**src/core/lcd_pkg.sv**
```systemverilog
// Constants, register map and types for the segment LCD control block
package lcd_pkg;

  // ****************************************************************
  // Timing
  // ****************************************************************
  localparam int unsigned HCLK_HZ        = 100_000_000;
  localparam int unsigned SEG_CLK_HZ     = 32_768;
  localparam int unsigned SEG_DIV        = HCLK_HZ / SEG_CLK_HZ;
  localparam logic [11:0] SEG_DIV_LAST   = 12'(SEG_DIV - 1);
  // Segment clock ticks spent in each backplane phase
  localparam logic [3:0]  PHASE_TICKS_LAST = 4'h7;
  localparam logic [4:0]  BLINK_BASE_BIT = 5'h0B;
  localparam int unsigned BLINK_CNT_W    = 19;

  // ****************************************************************
  // Register map (byte addresses, low 12 bits decoded)
  // ****************************************************************
  localparam logic [11:0] OFS_BLINK   = 12'h000;
  localparam logic [11:0] OFS_STATUS  = 12'h004;
  localparam logic [11:0] OFS_CONFIG  = 12'h008;
  localparam logic [6:0]  PEN_WIN     = 7'h01;
  localparam logic [6:0]  BPS_WIN     = 7'h02;
  localparam logic [3:0]  PAT_WIN     = 4'h1;

  // ****************************************************************
  // Fields and reset values
  // ****************************************************************
  localparam int unsigned BLINK_EN_BIT   = 7;
  localparam int unsigned ALT_BIT        = 6;
  localparam int unsigned BLANK_BIT      = 5;
  localparam int unsigned CONTENT_BIT    = 3;
  localparam int unsigned FLAG_BIT       = 7;
  localparam int unsigned DRV_ON_BIT     = 7;
  localparam int unsigned IRQ_EN_BIT     = 6;
  localparam logic [7:0]  BLINK_CTRL_RST = 8'h00;
  localparam logic [7:0]  CONFIG_RST     = 8'h03;
  localparam logic [63:0] PIN_VEC_RST    = 64'h0;
  localparam logic [2:0]  ALT_MAX_DUTY   = 3'h3;
  localparam logic [2:0]  ALT_PHASE_OFS  = 3'h4;
  localparam logic [1:0]  HTRANS_NONSEQ  = 2'h2;

  // ****************************************************************
  // Types
  // ****************************************************************
  typedef enum logic [1:0] {
    BUS_IDLE  = 2'b00,
    BUS_WRITE = 2'b01,
    BUS_READ  = 2'b10
  } bus_state_t;

endpackage

```
**src/core/pattern_mem_if.sv**
```systemverilog
// Ports between the controller and the pattern byte memory
interface pattern_mem_if;
  logic       wr_en;
  logic [5:0] wr_idx;
  logic [7:0] wr_data;
  logic [5:0] bus_idx;
  logic [7:0] bus_rdata;
  logic [5:0] scan_idx;
  logic [7:0] scan_rdata;

  modport ctrl (
    output wr_en,
    output wr_idx,
    output wr_data,
    output bus_idx,
    output scan_idx,
    input  bus_rdata,
    input  scan_rdata
  );

  modport mem (
    input  wr_en,
    input  wr_idx,
    input  wr_data,
    input  bus_idx,
    input  scan_idx,
    output bus_rdata,
    output scan_rdata
  );
endinterface

```
**src/core/pattern_mem.sv**
```systemverilog
// Per-pin pattern byte memory, one write port and two registered reads
module pattern_mem (
  input  wire logic    hclk,
  pattern_mem_if.mem   port
);

  typedef struct packed {
    logic [7:0] bus_rdata;
    logic [7:0] scan_rdata;
  } mem_state_t;

  // No reset here: contents stay undefined until software writes them
  logic [7:0] store [64];
  mem_state_t r_reg;
  mem_state_t r_next;

  always_comb begin
    r_next = r_reg;
    // Write-first so a read right after a write sees the new byte
    if (port.wr_en && port.wr_idx == port.bus_idx) begin
      r_next.bus_rdata = port.wr_data;
    end else begin
      r_next.bus_rdata = store[port.bus_idx];
    end
    r_next.scan_rdata = store[port.scan_idx];
  end

  always_ff @(posedge hclk) begin
    r_reg <= r_next;
    if (port.wr_en) begin
      store[port.wr_idx] <= port.wr_data;
    end
  end

  assign port.bus_rdata  = r_reg.bus_rdata;
  assign port.scan_rdata = r_reg.scan_rdata;

endmodule

```
**src/core/segment_lcd_blink_pattern_ctrl.sv**
```systemverilog
// Segment LCD control: registers, blink, display modes and pin sequencing
//
// What this block does
// Blink bit 7 starts blinking; clearing it restores the normal display.
// Second-image select shows the alternate image at duty four or less.
// Blank bit 5 turns every segment off whatever the patterns hold.
// Content bit 3 in blink half: 0 blank, 1 alternate, unless duty five+.
// Blink frequency is segment clock over two to the (12 + rate).
// Status flag bit 7 sets on the event; only writing 1 clears it.
// Each of 64 pin enables puts its pin under LCD control while driver on.
// With the driver off, pin enables and backplane selects touch no pin.
// Backplane select per enabled pin: 1 backplane, 0 frontplane.
// Software programs pin enables before switching the driver on.
// Software should set backplane selects before switching the driver on.
// Software writes pin, select and pattern registers one byte at a time.
// Frontplane pattern bit lights the segment to that phase's backplane.
// Backplane pattern bit marks the pin active in that phase A to H.
// Pattern byte bit 7 is phase H down to bit 0 phase A, per pin.
// Reset leaves pattern bytes undefined until software writes them.
// Pin enable registers keep their contents through retained stop.
// Backplane select registers keep their contents through retained stop.
// Three-bit duty selects one to eight backplanes; reset gives four.
// With frame interrupt enabled, each frame start sets the status flag.
// Blank mode does not use pattern bytes for segment drive.
// Blinking alternates normal and blink content, half period each.
// Frame interrupt stays high while flag and enable are both set.
//
// Local design decisions: the placing of the registers and the AHB-Lite interface to the registers.
module segment_lcd_blink_pattern_ctrl
  import lcd_pkg::*;
(
  input  wire logic        hclk,
  input  wire logic        hresetn,
  input  wire logic        hsel,
  input  wire logic [31:0] haddr,
  input  wire logic [1:0]  htrans,
  input  wire logic        hwrite,
  input  wire logic [2:0]  hsize,
  input  wire logic [31:0] hwdata,
  input  wire logic        hready,
  output logic             hreadyout,
  output logic [31:0]      hrdata,
  output logic             hresp,
  output logic [63:0]      pin_lcd_active,
  output logic [63:0]      pin_backplane,
  output logic [63:0]      pin_level,
  output logic [2:0]       drive_phase,
  output logic             frame_irq
);

  // ****************************************************************
  // State
  // ****************************************************************
  typedef struct packed {
    bus_state_t              bus;
    logic [11:0]             addr;
    logic                    hready;
    logic [31:0]             rdata;
    logic                    hresp;
    logic [7:0]              blink_ctrl;
    logic                    flag;
    logic [7:0]              config_b;
    logic [63:0]             pen;
    logic [63:0]             bps;
    logic [11:0]             seg_div;
    logic [3:0]              tick;
    logic [2:0]              phase;
    logic [BLINK_CNT_W-1:0]  blink_cnt;
    logic                    scan_busy;
    logic [6:0]              scan_cnt;
    logic [2:0]              scan_bit;
    logic                    scan_blank;
    logic [63:0]             shadow;
    logic [63:0]             out_lcd;
    logic [63:0]             out_bp;
    logic [63:0]             out_level;
    logic                    irq;
  } state_t;

  state_t        r_reg;
  state_t        r_next;
  pattern_mem_if mem_port ();

  pattern_mem u_pattern_mem (
    .hclk (hclk),
    .port (mem_port.mem)
  );

  // ****************************************************************
  // Decoded controls
  // ****************************************************************
  logic        drv_on;
  logic [2:0]  duty;
  logic        alt_ok;
  logic        blink_half;
  logic        blink_shown;
  logic        show_alt;
  logic        show_blank;
  logic [4:0]  half_bit;
  logic [63:0] lvl_vec;
  logic        accept;
  logic        wr_pat;
  logic        flash_on;
  logic        blank_on;
  logic        second_image_select;
  logic        flash_content_select;
  logic [2:0]  flash_rate_select;
  logic        frame_event_irq_enable;
  logic        hit_blink;
  logic        hit_status;
  logic        hit_config;
  logic        hit_pen;
  logic        hit_bps;
  logic        hit_pat;
  logic [63:0] lcd_vec;
  logic [63:0] bp_vec;

  assign drv_on   = r_reg.config_b[DRV_ON_BIT];
  assign duty     = r_reg.config_b[2:0];
  assign frame_event_irq_enable = r_reg.config_b[IRQ_EN_BIT];
  assign flash_on             = r_reg.blink_ctrl[BLINK_EN_BIT];
  assign second_image_select  = r_reg.blink_ctrl[ALT_BIT];
  assign blank_on             = r_reg.blink_ctrl[BLANK_BIT];
  assign flash_content_select = r_reg.blink_ctrl[CONTENT_BIT];
  assign flash_rate_select    = r_reg.blink_ctrl[2:0];
  assign alt_ok   = (duty <= ALT_MAX_DUTY);
  assign half_bit = BLINK_BASE_BIT + {2'b00, flash_rate_select};
  // Half of a 2^(12+rate) tick period is bit 11+rate of the count
  assign blink_half  = r_reg.blink_cnt[half_bit];
  assign blink_shown = flash_on & blink_half;
  // Content select 1 at high duty falls back to blank
  assign show_alt = alt_ok & (blink_shown ?
                    flash_content_select :
                    second_image_select);
  assign show_blank = blank_on |
                      (blink_shown &
                       ~(flash_content_select & alt_ok));

  assign accept = hsel & hready & (htrans == HTRANS_NONSEQ);
  assign wr_pat = (r_reg.bus == BUS_WRITE) && hit_pat;

  assign mem_port.wr_en    = wr_pat;
  assign mem_port.wr_idx   = r_reg.addr[7:2];
  assign mem_port.wr_data  = hwdata[7:0];
  assign mem_port.bus_idx  = haddr[7:2];
  assign mem_port.scan_idx = r_reg.scan_cnt[5:0];

  // ****************************************************************
  // Data-phase address decode
  // ****************************************************************
  // Whole-offset compares for blink, status and config; the pin and pattern windows ignore addr bits 1:0, other holes read zero
  assign hit_blink  = (r_reg.addr == OFS_BLINK);
  assign hit_status = (r_reg.addr == OFS_STATUS);
  assign hit_config = (r_reg.addr == OFS_CONFIG);
  assign hit_pen    = (r_reg.addr[11:5] == PEN_WIN);
  assign hit_bps    = (r_reg.addr[11:5] == BPS_WIN);
  assign hit_pat    = (r_reg.addr[11:8] == PAT_WIN);

  // ****************************************************************
  // Per-pin drive level
  // ****************************************************************
  genvar gi;
  generate
    for (gi = 0; gi < 64; gi++) begin : g_pin
      // Blank only silences frontplanes, backplanes keep sequencing
      assign lvl_vec[gi] = drv_on & r_reg.pen[gi] & r_reg.shadow[gi] &
                           (r_reg.bps[gi] | ~r_reg.scan_blank);
      assign lcd_vec[gi] = drv_on & r_reg.pen[gi];
      assign bp_vec[gi]  = lcd_vec[gi] & r_reg.bps[gi];
    end
  endgenerate

  // ****************************************************************
  // Register read mux
  // ****************************************************************
  function automatic logic [7:0] reg_read(input state_t s,
                                          input logic [7:0] pat);
    logic [7:0] v;
    v = 8'h00;
    if (s.addr == OFS_BLINK) begin
      v = s.blink_ctrl;
    end else if (s.addr == OFS_STATUS) begin
      v = {s.flag, 7'h00};
    end else if (s.addr == OFS_CONFIG) begin
      v = s.config_b;
    end else if (s.addr[11:5] == PEN_WIN) begin
      v = s.pen[{s.addr[4:2], 3'h0} +: 8];
    end else if (s.addr[11:5] == BPS_WIN) begin
      v = s.bps[{s.addr[4:2], 3'h0} +: 8];
    end else if (s.addr[11:8] == PAT_WIN) begin
      v = pat;
    end
    return v;
  endfunction

  // ****************************************************************
  // Next state
  // ****************************************************************
  always_comb begin
    logic       seg_tick;
    logic       step;
    logic       frame_start;
    logic       flag_clr;
    logic [5:0] cap_pin;
    seg_tick    = 1'b0;
    step        = 1'b0;
    frame_start = 1'b0;
    flag_clr    = 1'b0;
    cap_pin     = 6'(r_reg.scan_cnt - 7'h01);
    r_next      = r_reg;
    r_next.hresp = 1'b0;

    // Bus data phase
    unique case (r_reg.bus)
      BUS_WRITE: begin
        if (hit_blink) begin
          r_next.blink_ctrl = hwdata[7:0];
        end else if (hit_status) begin
          flag_clr = hwdata[FLAG_BIT];
        end else if (hit_config) begin
          r_next.config_b = hwdata[7:0];
        end else if (hit_pen) begin
          r_next.pen[{r_reg.addr[4:2], 3'h0} +: 8] = hwdata[7:0];
        end else if (hit_bps) begin
          r_next.bps[{r_reg.addr[4:2], 3'h0} +: 8] = hwdata[7:0];
        end
        r_next.bus = BUS_IDLE;
      end
      BUS_READ: begin
        r_next.rdata  = {24'h000000, reg_read(r_reg, mem_port.bus_rdata)};
        r_next.hready = 1'b1;
        r_next.bus    = BUS_IDLE;
      end
      BUS_IDLE: begin
        r_next.bus = BUS_IDLE;
      end
      default: begin
        r_next.bus = BUS_IDLE;
      end
    endcase

    // Bus address phase
    if (accept) begin
      r_next.addr   = haddr[11:0];
      r_next.bus    = hwrite ? BUS_WRITE : BUS_READ;
      r_next.hready = hwrite;
    end

    // Segment clock enable and phase sequencer
    if (drv_on) begin
      if (r_reg.seg_div == SEG_DIV_LAST) begin
        r_next.seg_div = 12'h000;
        seg_tick       = 1'b1;
      end else begin
        r_next.seg_div = r_reg.seg_div + 12'h001;
      end
      if (seg_tick) begin
        if (r_reg.tick == PHASE_TICKS_LAST) begin
          r_next.tick = 4'h0;
          step        = 1'b1;
          // Phase wraps after duty+1 backplanes
          if (r_reg.phase == duty) begin
            r_next.phase = 3'h0;
            frame_start  = 1'b1;
          end else begin
            r_next.phase = r_reg.phase + 3'h1;
          end
        end else begin
          r_next.tick = r_reg.tick + 4'h1;
        end
      end
    end else begin
      r_next.seg_div = 12'h000;
      r_next.tick    = 4'h0;
      r_next.phase   = 3'h0;
    end

    // Blink timer restarts from the normal half when re-enabled
    if (!flash_on || !drv_on) begin
      r_next.blink_cnt = '0;
    end else if (seg_tick) begin
      r_next.blink_cnt = r_reg.blink_cnt + BLINK_CNT_W'(1);
    end

    // Event set wins over a simultaneous write-1 clear
    r_next.flag = (r_reg.flag & ~flag_clr) |
                  (frame_start & frame_event_irq_enable);
    r_next.irq  = r_next.flag & r_next.config_b[IRQ_EN_BIT];

    // Pattern scan: one pin per cycle, memory answers one cycle later
    if (step) begin
      r_next.scan_busy  = 1'b1;
      r_next.scan_cnt   = 7'h00;
      r_next.scan_bit   = show_alt ? (r_next.phase + ALT_PHASE_OFS)
                                   : r_next.phase;
      r_next.scan_blank = show_blank;
    end else if (r_reg.scan_busy) begin
      if (r_reg.scan_cnt != 7'h00 && r_reg.scan_cnt != 7'h41) begin
        // Same bit drives frontplane segment or backplane activity
        r_next.shadow[cap_pin] =
          mem_port.scan_rdata[r_reg.scan_bit];
      end
      if (r_reg.scan_cnt == 7'h41) begin
        r_next.scan_busy = 1'b0;
        r_next.out_level = lvl_vec;
      end else begin
        r_next.scan_cnt = r_reg.scan_cnt + 7'h01;
      end
    end

    // Pin roles only reach the pins while the driver is on
    r_next.out_lcd = lcd_vec;
    r_next.out_bp  = bp_vec;
    if (!drv_on) begin
      r_next.out_level = PIN_VEC_RST;
    end
  end

  // ****************************************************************
  // State register
  // ****************************************************************
  // Pin and select vectors change only on bus writes, so they ride
  // through any stop that keeps power and reset
  always_ff @(posedge hclk or negedge hresetn) begin
    if (!hresetn) begin
      r_reg            <= '0;
      r_reg.bus        <= BUS_IDLE;
      r_reg.hready     <= 1'b1;
      r_reg.blink_ctrl <= BLINK_CTRL_RST;
      r_reg.config_b   <= CONFIG_RST;
      r_reg.pen        <= PIN_VEC_RST;
      r_reg.bps        <= PIN_VEC_RST;
    end else begin
      r_reg <= r_next;
    end
  end

  assign hreadyout      = r_reg.hready;
  assign hrdata         = r_reg.rdata;
  assign hresp          = r_reg.hresp;
  assign pin_lcd_active = r_reg.out_lcd;
  assign pin_backplane  = r_reg.out_bp;
  assign pin_level      = r_reg.out_level;
  assign drive_phase    = r_reg.phase;
  assign frame_irq      = r_reg.irq;

endmodule

```
**config.mk**
```make
export PLATFORM = sky130hd
export DESIGN_NAME = segment_lcd_blink_pattern_ctrl
export DESIGN_NICKNAME = d
export VERILOG_FILES = /design/src/core/lcd_pkg.sv /design/src/core/pattern_mem_if.sv /design/src/core/pattern_mem.sv /design/src/core/segment_lcd_blink_pattern_ctrl.sv
export SDC_FILE = /design/constraint.sdc
export NUM_CORES = 2
export LEC_CHECK = 0
export ABC_AREA = 0
export BUFFER_PORTS_ARGS = -buffer_cell sky130_fd_sc_hd__buf_2
export CAP_MARGIN = 20
export CORE_ASPECT_RATIO = 1.2
export CORE_MARGIN = 2
export CORE_UTILIZATION = 38
export DETAILED_ROUTE_END_ITERATION = 16
export SLEW_MARGIN = 20
export SYNTH_ARGS = -nofsm -noshare
export SYNTH_HDL_FRONTEND = slang
export SYNTH_SLANG_ARGS = --single-unit
```
**constraint.sdc**
```tcl
create_clock -name hclk -period 5.1 [get_ports hclk]
set_input_delay 1.02 -clock hclk [delete_from_list [all_inputs] [get_ports hclk]]
set_output_delay 1.02 -clock hclk [all_outputs]
set_load 0.005 [all_outputs]
```
==> summary.txt <==
========================================================================================
Dominant combinational cell family by area after synthesis                  multiplexers
Adder-cell share of the synthesized area                                         0.4034%
Gr ovfl total                                                                          0
Gate count after technology mapping                                                 3030
Pin count of the biggest net entering global routing                                 134
Total Nets Final                                                                    3107
Die boundary height                                                             387.3 um
Portion of the clock cycle consumed by the worst path in the final layout         71.54%
Minimum clock period                                                             3649 ps
Final Hold Viols                                                                       0
Clock net sink count                                                                1001
CP Class                                                                      reg -> reg
Max-slew headroom                                                                 23.03%
Flip-flop count of the largest register after layout                                 512
Post-synth EDFFs                                                                     512
Synth async-reset ratio                                                           47.45%
CTS H-tree depth                                                                       3
Fraction of layout instances using a drive strength above 1                       33.59%
Synthesized cell area                                                          46530 um2
Peak supply drop                                                               0.3370 mV
Number of rows created at floorplan                                                  140
Synthesis-stage register bit count                                                  1001
Worst-Margin Slew                                                                1139 ps
Worst path required time                                                         5430 ps
Wire length per cell                                                            28.19 um
Unrepaired setup endpoints after global routing                                       no
Clock latency on the worst-skew pair                                              740 ps
Synthesis-to-layout area growth                                                   9.987%
Clock tree buffer depth                                                                3
CTS tree                                                                           built
Switching power summed over all nets                                            4.260 mW
Clock network fraction of design power                                             42.5%
Core region area                                                              121400 um2
Fraction of the yosys area taken by sequential cells                              59.20%
Gp weighted congestion                                                            0.9095
Post-synthesis xor/xnor area fraction                                            0.7153%
Post-synthesis cell type count                                                        78
Sequential Power Share                                                             50.5%
Via count of the first global-routing pass                                         27132
Simple-gate share of the synthesized area                                         6.938%
TritonCTS Buffers                                                                    101
Predominant post-synthesis flop cell                                        sky130_fd_sc_hd__edfxtp_1
Power density normalized to cell area                                       343.5 nW/um2
Top Usage Layer GRT                                                                 met2
Number of buffers inserted for hold repair after clock tree synthesis                  0
Fin. max-slew vios                                                                     0
Wire length of the first global-routing pass                                   193700 um
Synth Warn #                                                                           0
Violation count after the first detailed-route iteration                            2370
Final worst clock skew                                                          38.98 ps
Highest Clock Rate                                                             274.1 MHz
Cell Int Power                                                                  13.32 mW
Detail Placement HPWL                                                           94500 um
Global-route met1 utilization                                                     26.54%
Vias per Instance                                                                  5.668
First-pass detailed-route iteration total                                              5
CTS root buf                                                                sky130_fd_sc_hd__clkbuf_16
Crit path launch type                                                           register
Compound-cell area share of the yosys netlist                                     4.493%
Initial Util                                                                      38.33%
Hold/Removal Path Class                                                      in -> async
Maximum fanout count along the critical path                                           8
Aggregate global-route resource usage                                             21.34%
Post-DRT Antenna Nets                                                                  0
Count of port buffers added during placement                                         231
Setup Total Neg Slack                                                               0 ps
Part of the total power dissipated in combinational logic                           7.0%
Total Wirelength                                                               133600 um
Average cell area after synthesis                                              15.36 um2
Clock-pin slew on the worst setup and hold paths                                   60 ps
Net switching share of the total power                                            24.23%
Leakage                                                                         19.28 nW
Width of the die                                                                323.4 um
Overall die area                                                              125300 um2
Max-cap violation count                                                                0
Overall via count from detail_route                                                26859
Resized cells post-CTS                                                                 0
Boundary pin count                                                                   304
Run status                                                                     completed
Arrival time of data at the critical path endpoint                               3970 ps
Crit path capture type                                                          register
Filler instances                                                                   11013
Met2 demand-to-capacity share in global routing                                   36.31%
Tightest hold margin                                                            374.1 ps
Initial antenna violation count                                                       10
Post-CTS Setup Repair Bufs                                                             0
Post-synthesis mux area share                                                     22.54%
Setup violations, final                                                                0
Met3 Resource Use GR                                                              3.765%
Drc violations                                                                         0
========================================================================================
-- cell families after synthesis --
logic type	Yosys count
AOI/OAI and AO/OA	279
xor gates and xnor gates	38
adders and majority gates	15
buffers and inverters	443
DFF	1001
muxes	604
other	1
and+or+nand+nor	649
-- synthesized netlist by cell type (all sizes together) (23+ instances only) --
| cell type | number | share of area, % |
|---|---|---|
| and2 | 79 | 1.1 |
| a21boi | 67 | 1.1 |
| xor2 | 24 | 0.45 |
| nand3 | 32 | 0.35 |
| mux4 | 332 | 16 |
| o21ai | 23 | 0.25 |
| and3 | 89 | 1.2 |
| a21oi | 29 | 0.31 |
| nand2 | 205 | 1.7 |
| inv | 23 | 0.19 |
| o2111ai | 66 | 1.2 |
| mux2 | 229 | 5.5 |
| mux2i | 43 | 0.93 |
| dfrtp | 472 | 25 |
| nor2 | 148 | 1.2 |
| clkbuf | 115 | 0.93 |
| edfxtp | 512 | 33 |
| buf | 305 | 4.6 |
-- metal layers --
layer  wire [um]  up-vias
li1            -    11353
met1       50990    14165
met2       67410     1069
met3        8889      264
met4        6272        8
met5          47        -
-- power by group through the flow --
| stage | Clock, mW | Sequential [mW] | Combinational [mW] |
|---|---|---|---|
| 2_1_floorplan | 0 | 8.86 | 0.848 |
| 3_3_place_gp | 0 | 9.04 | 1.21 |
| 3_5_place_dp | 0 | 9.04 | 1.21 |
| 4_1_cts | 7.60 | 8.88 | 1.22 |
| 5_1_grt | 7.88 | 8.89 | 1.32 |
| 6_report | 7.47 | 8.88 | 1.22 |
-- cell usage in the layout, fill, tap and decap left out, types with 43 or more instances in the layout --
master / instances
sky130_fd_sc_hd__o2111ai_1: 66
sky130_fd_sc_hd__clkbuf_16: 102
sky130_fd_sc_hd__mux2i_1: 43
sky130_fd_sc_hd__a21boi_0: 67
sky130_fd_sc_hd__and3_1: 88
sky130_fd_sc_hd__edfxtp_1: 512
sky130_fd_sc_hd__dfrtp_1: 463
sky130_fd_sc_hd__mux2_2: 226
sky130_fd_sc_hd__buf_2: 230
sky130_fd_sc_hd__and2_1: 79
sky130_fd_sc_hd__nand2_1: 197
sky130_fd_sc_hd__mux4_2: 332
sky130_fd_sc_hd__nor2_1: 143
-- worst max-delay path, cell delays in order, from the launching register on --
cell and delay, ps:
sky130_fd_sc_hd__dfrtp_1 410, sky130_fd_sc_hd__or4b_2 870, sky130_fd_sc_hd__nor3_1 380, sky130_fd_sc_hd__nand3_1 630
sky130_fd_sc_hd__nor2_1 960
-- layout make-up --
cell class,count,area (um2),share of cell area (%)
sequential,1001,27570,53.88
multi-input combinational,1610,16450,32.14
clock inverter,55,524.3,1.024
tap,1633,2043,3.992
clock buffer,135,2786,5.445
antenna,1,2.502,0.004890
timing repair buffer,281,1712,3.345
inverter,23,86.33,0.1687
-- per-stage QoR --
stage / cells / utilization (%) / power [mW] / worst slack [ps] / cell area (um2)
after floorplan: 3054 / - / 9.709 / 2245 / 46620
after global placement: 4547 / 39.41 / 10.24 / 1519 / 47840
after detailed placement: 4548 / 39.43 / 10.25 / 1455 / 47860
after CTS: 4738 / 42.16 / 17.69 / 1458 / 51170
after global routing: 4738 / 42.16 / 18.08 / 1259 / 51170
final: 4739 / 42.16 / 17.58 / 1451 / 51180
-- path summary, 6_finish.rpt --
check	startpoint	end	slack [ps]	depth (start not counted)
min in group hclk	haddr[7]	register	430	1
max reg2reg	r_reg[497]	u_pattern_mem.store[52][5]	1450	4
min	hresetn	r_reg[304]	370	1
min reg2reg	r_reg[193]	r_reg[193]	500	1
max in group asynchronous	hresetn	mem_port.wr_idx[2]	3630	2
max	r_reg[497]	u_pattern_mem.store[52][5]	1450	4
No activity file was read; power rests on OpenSTA's default activity.
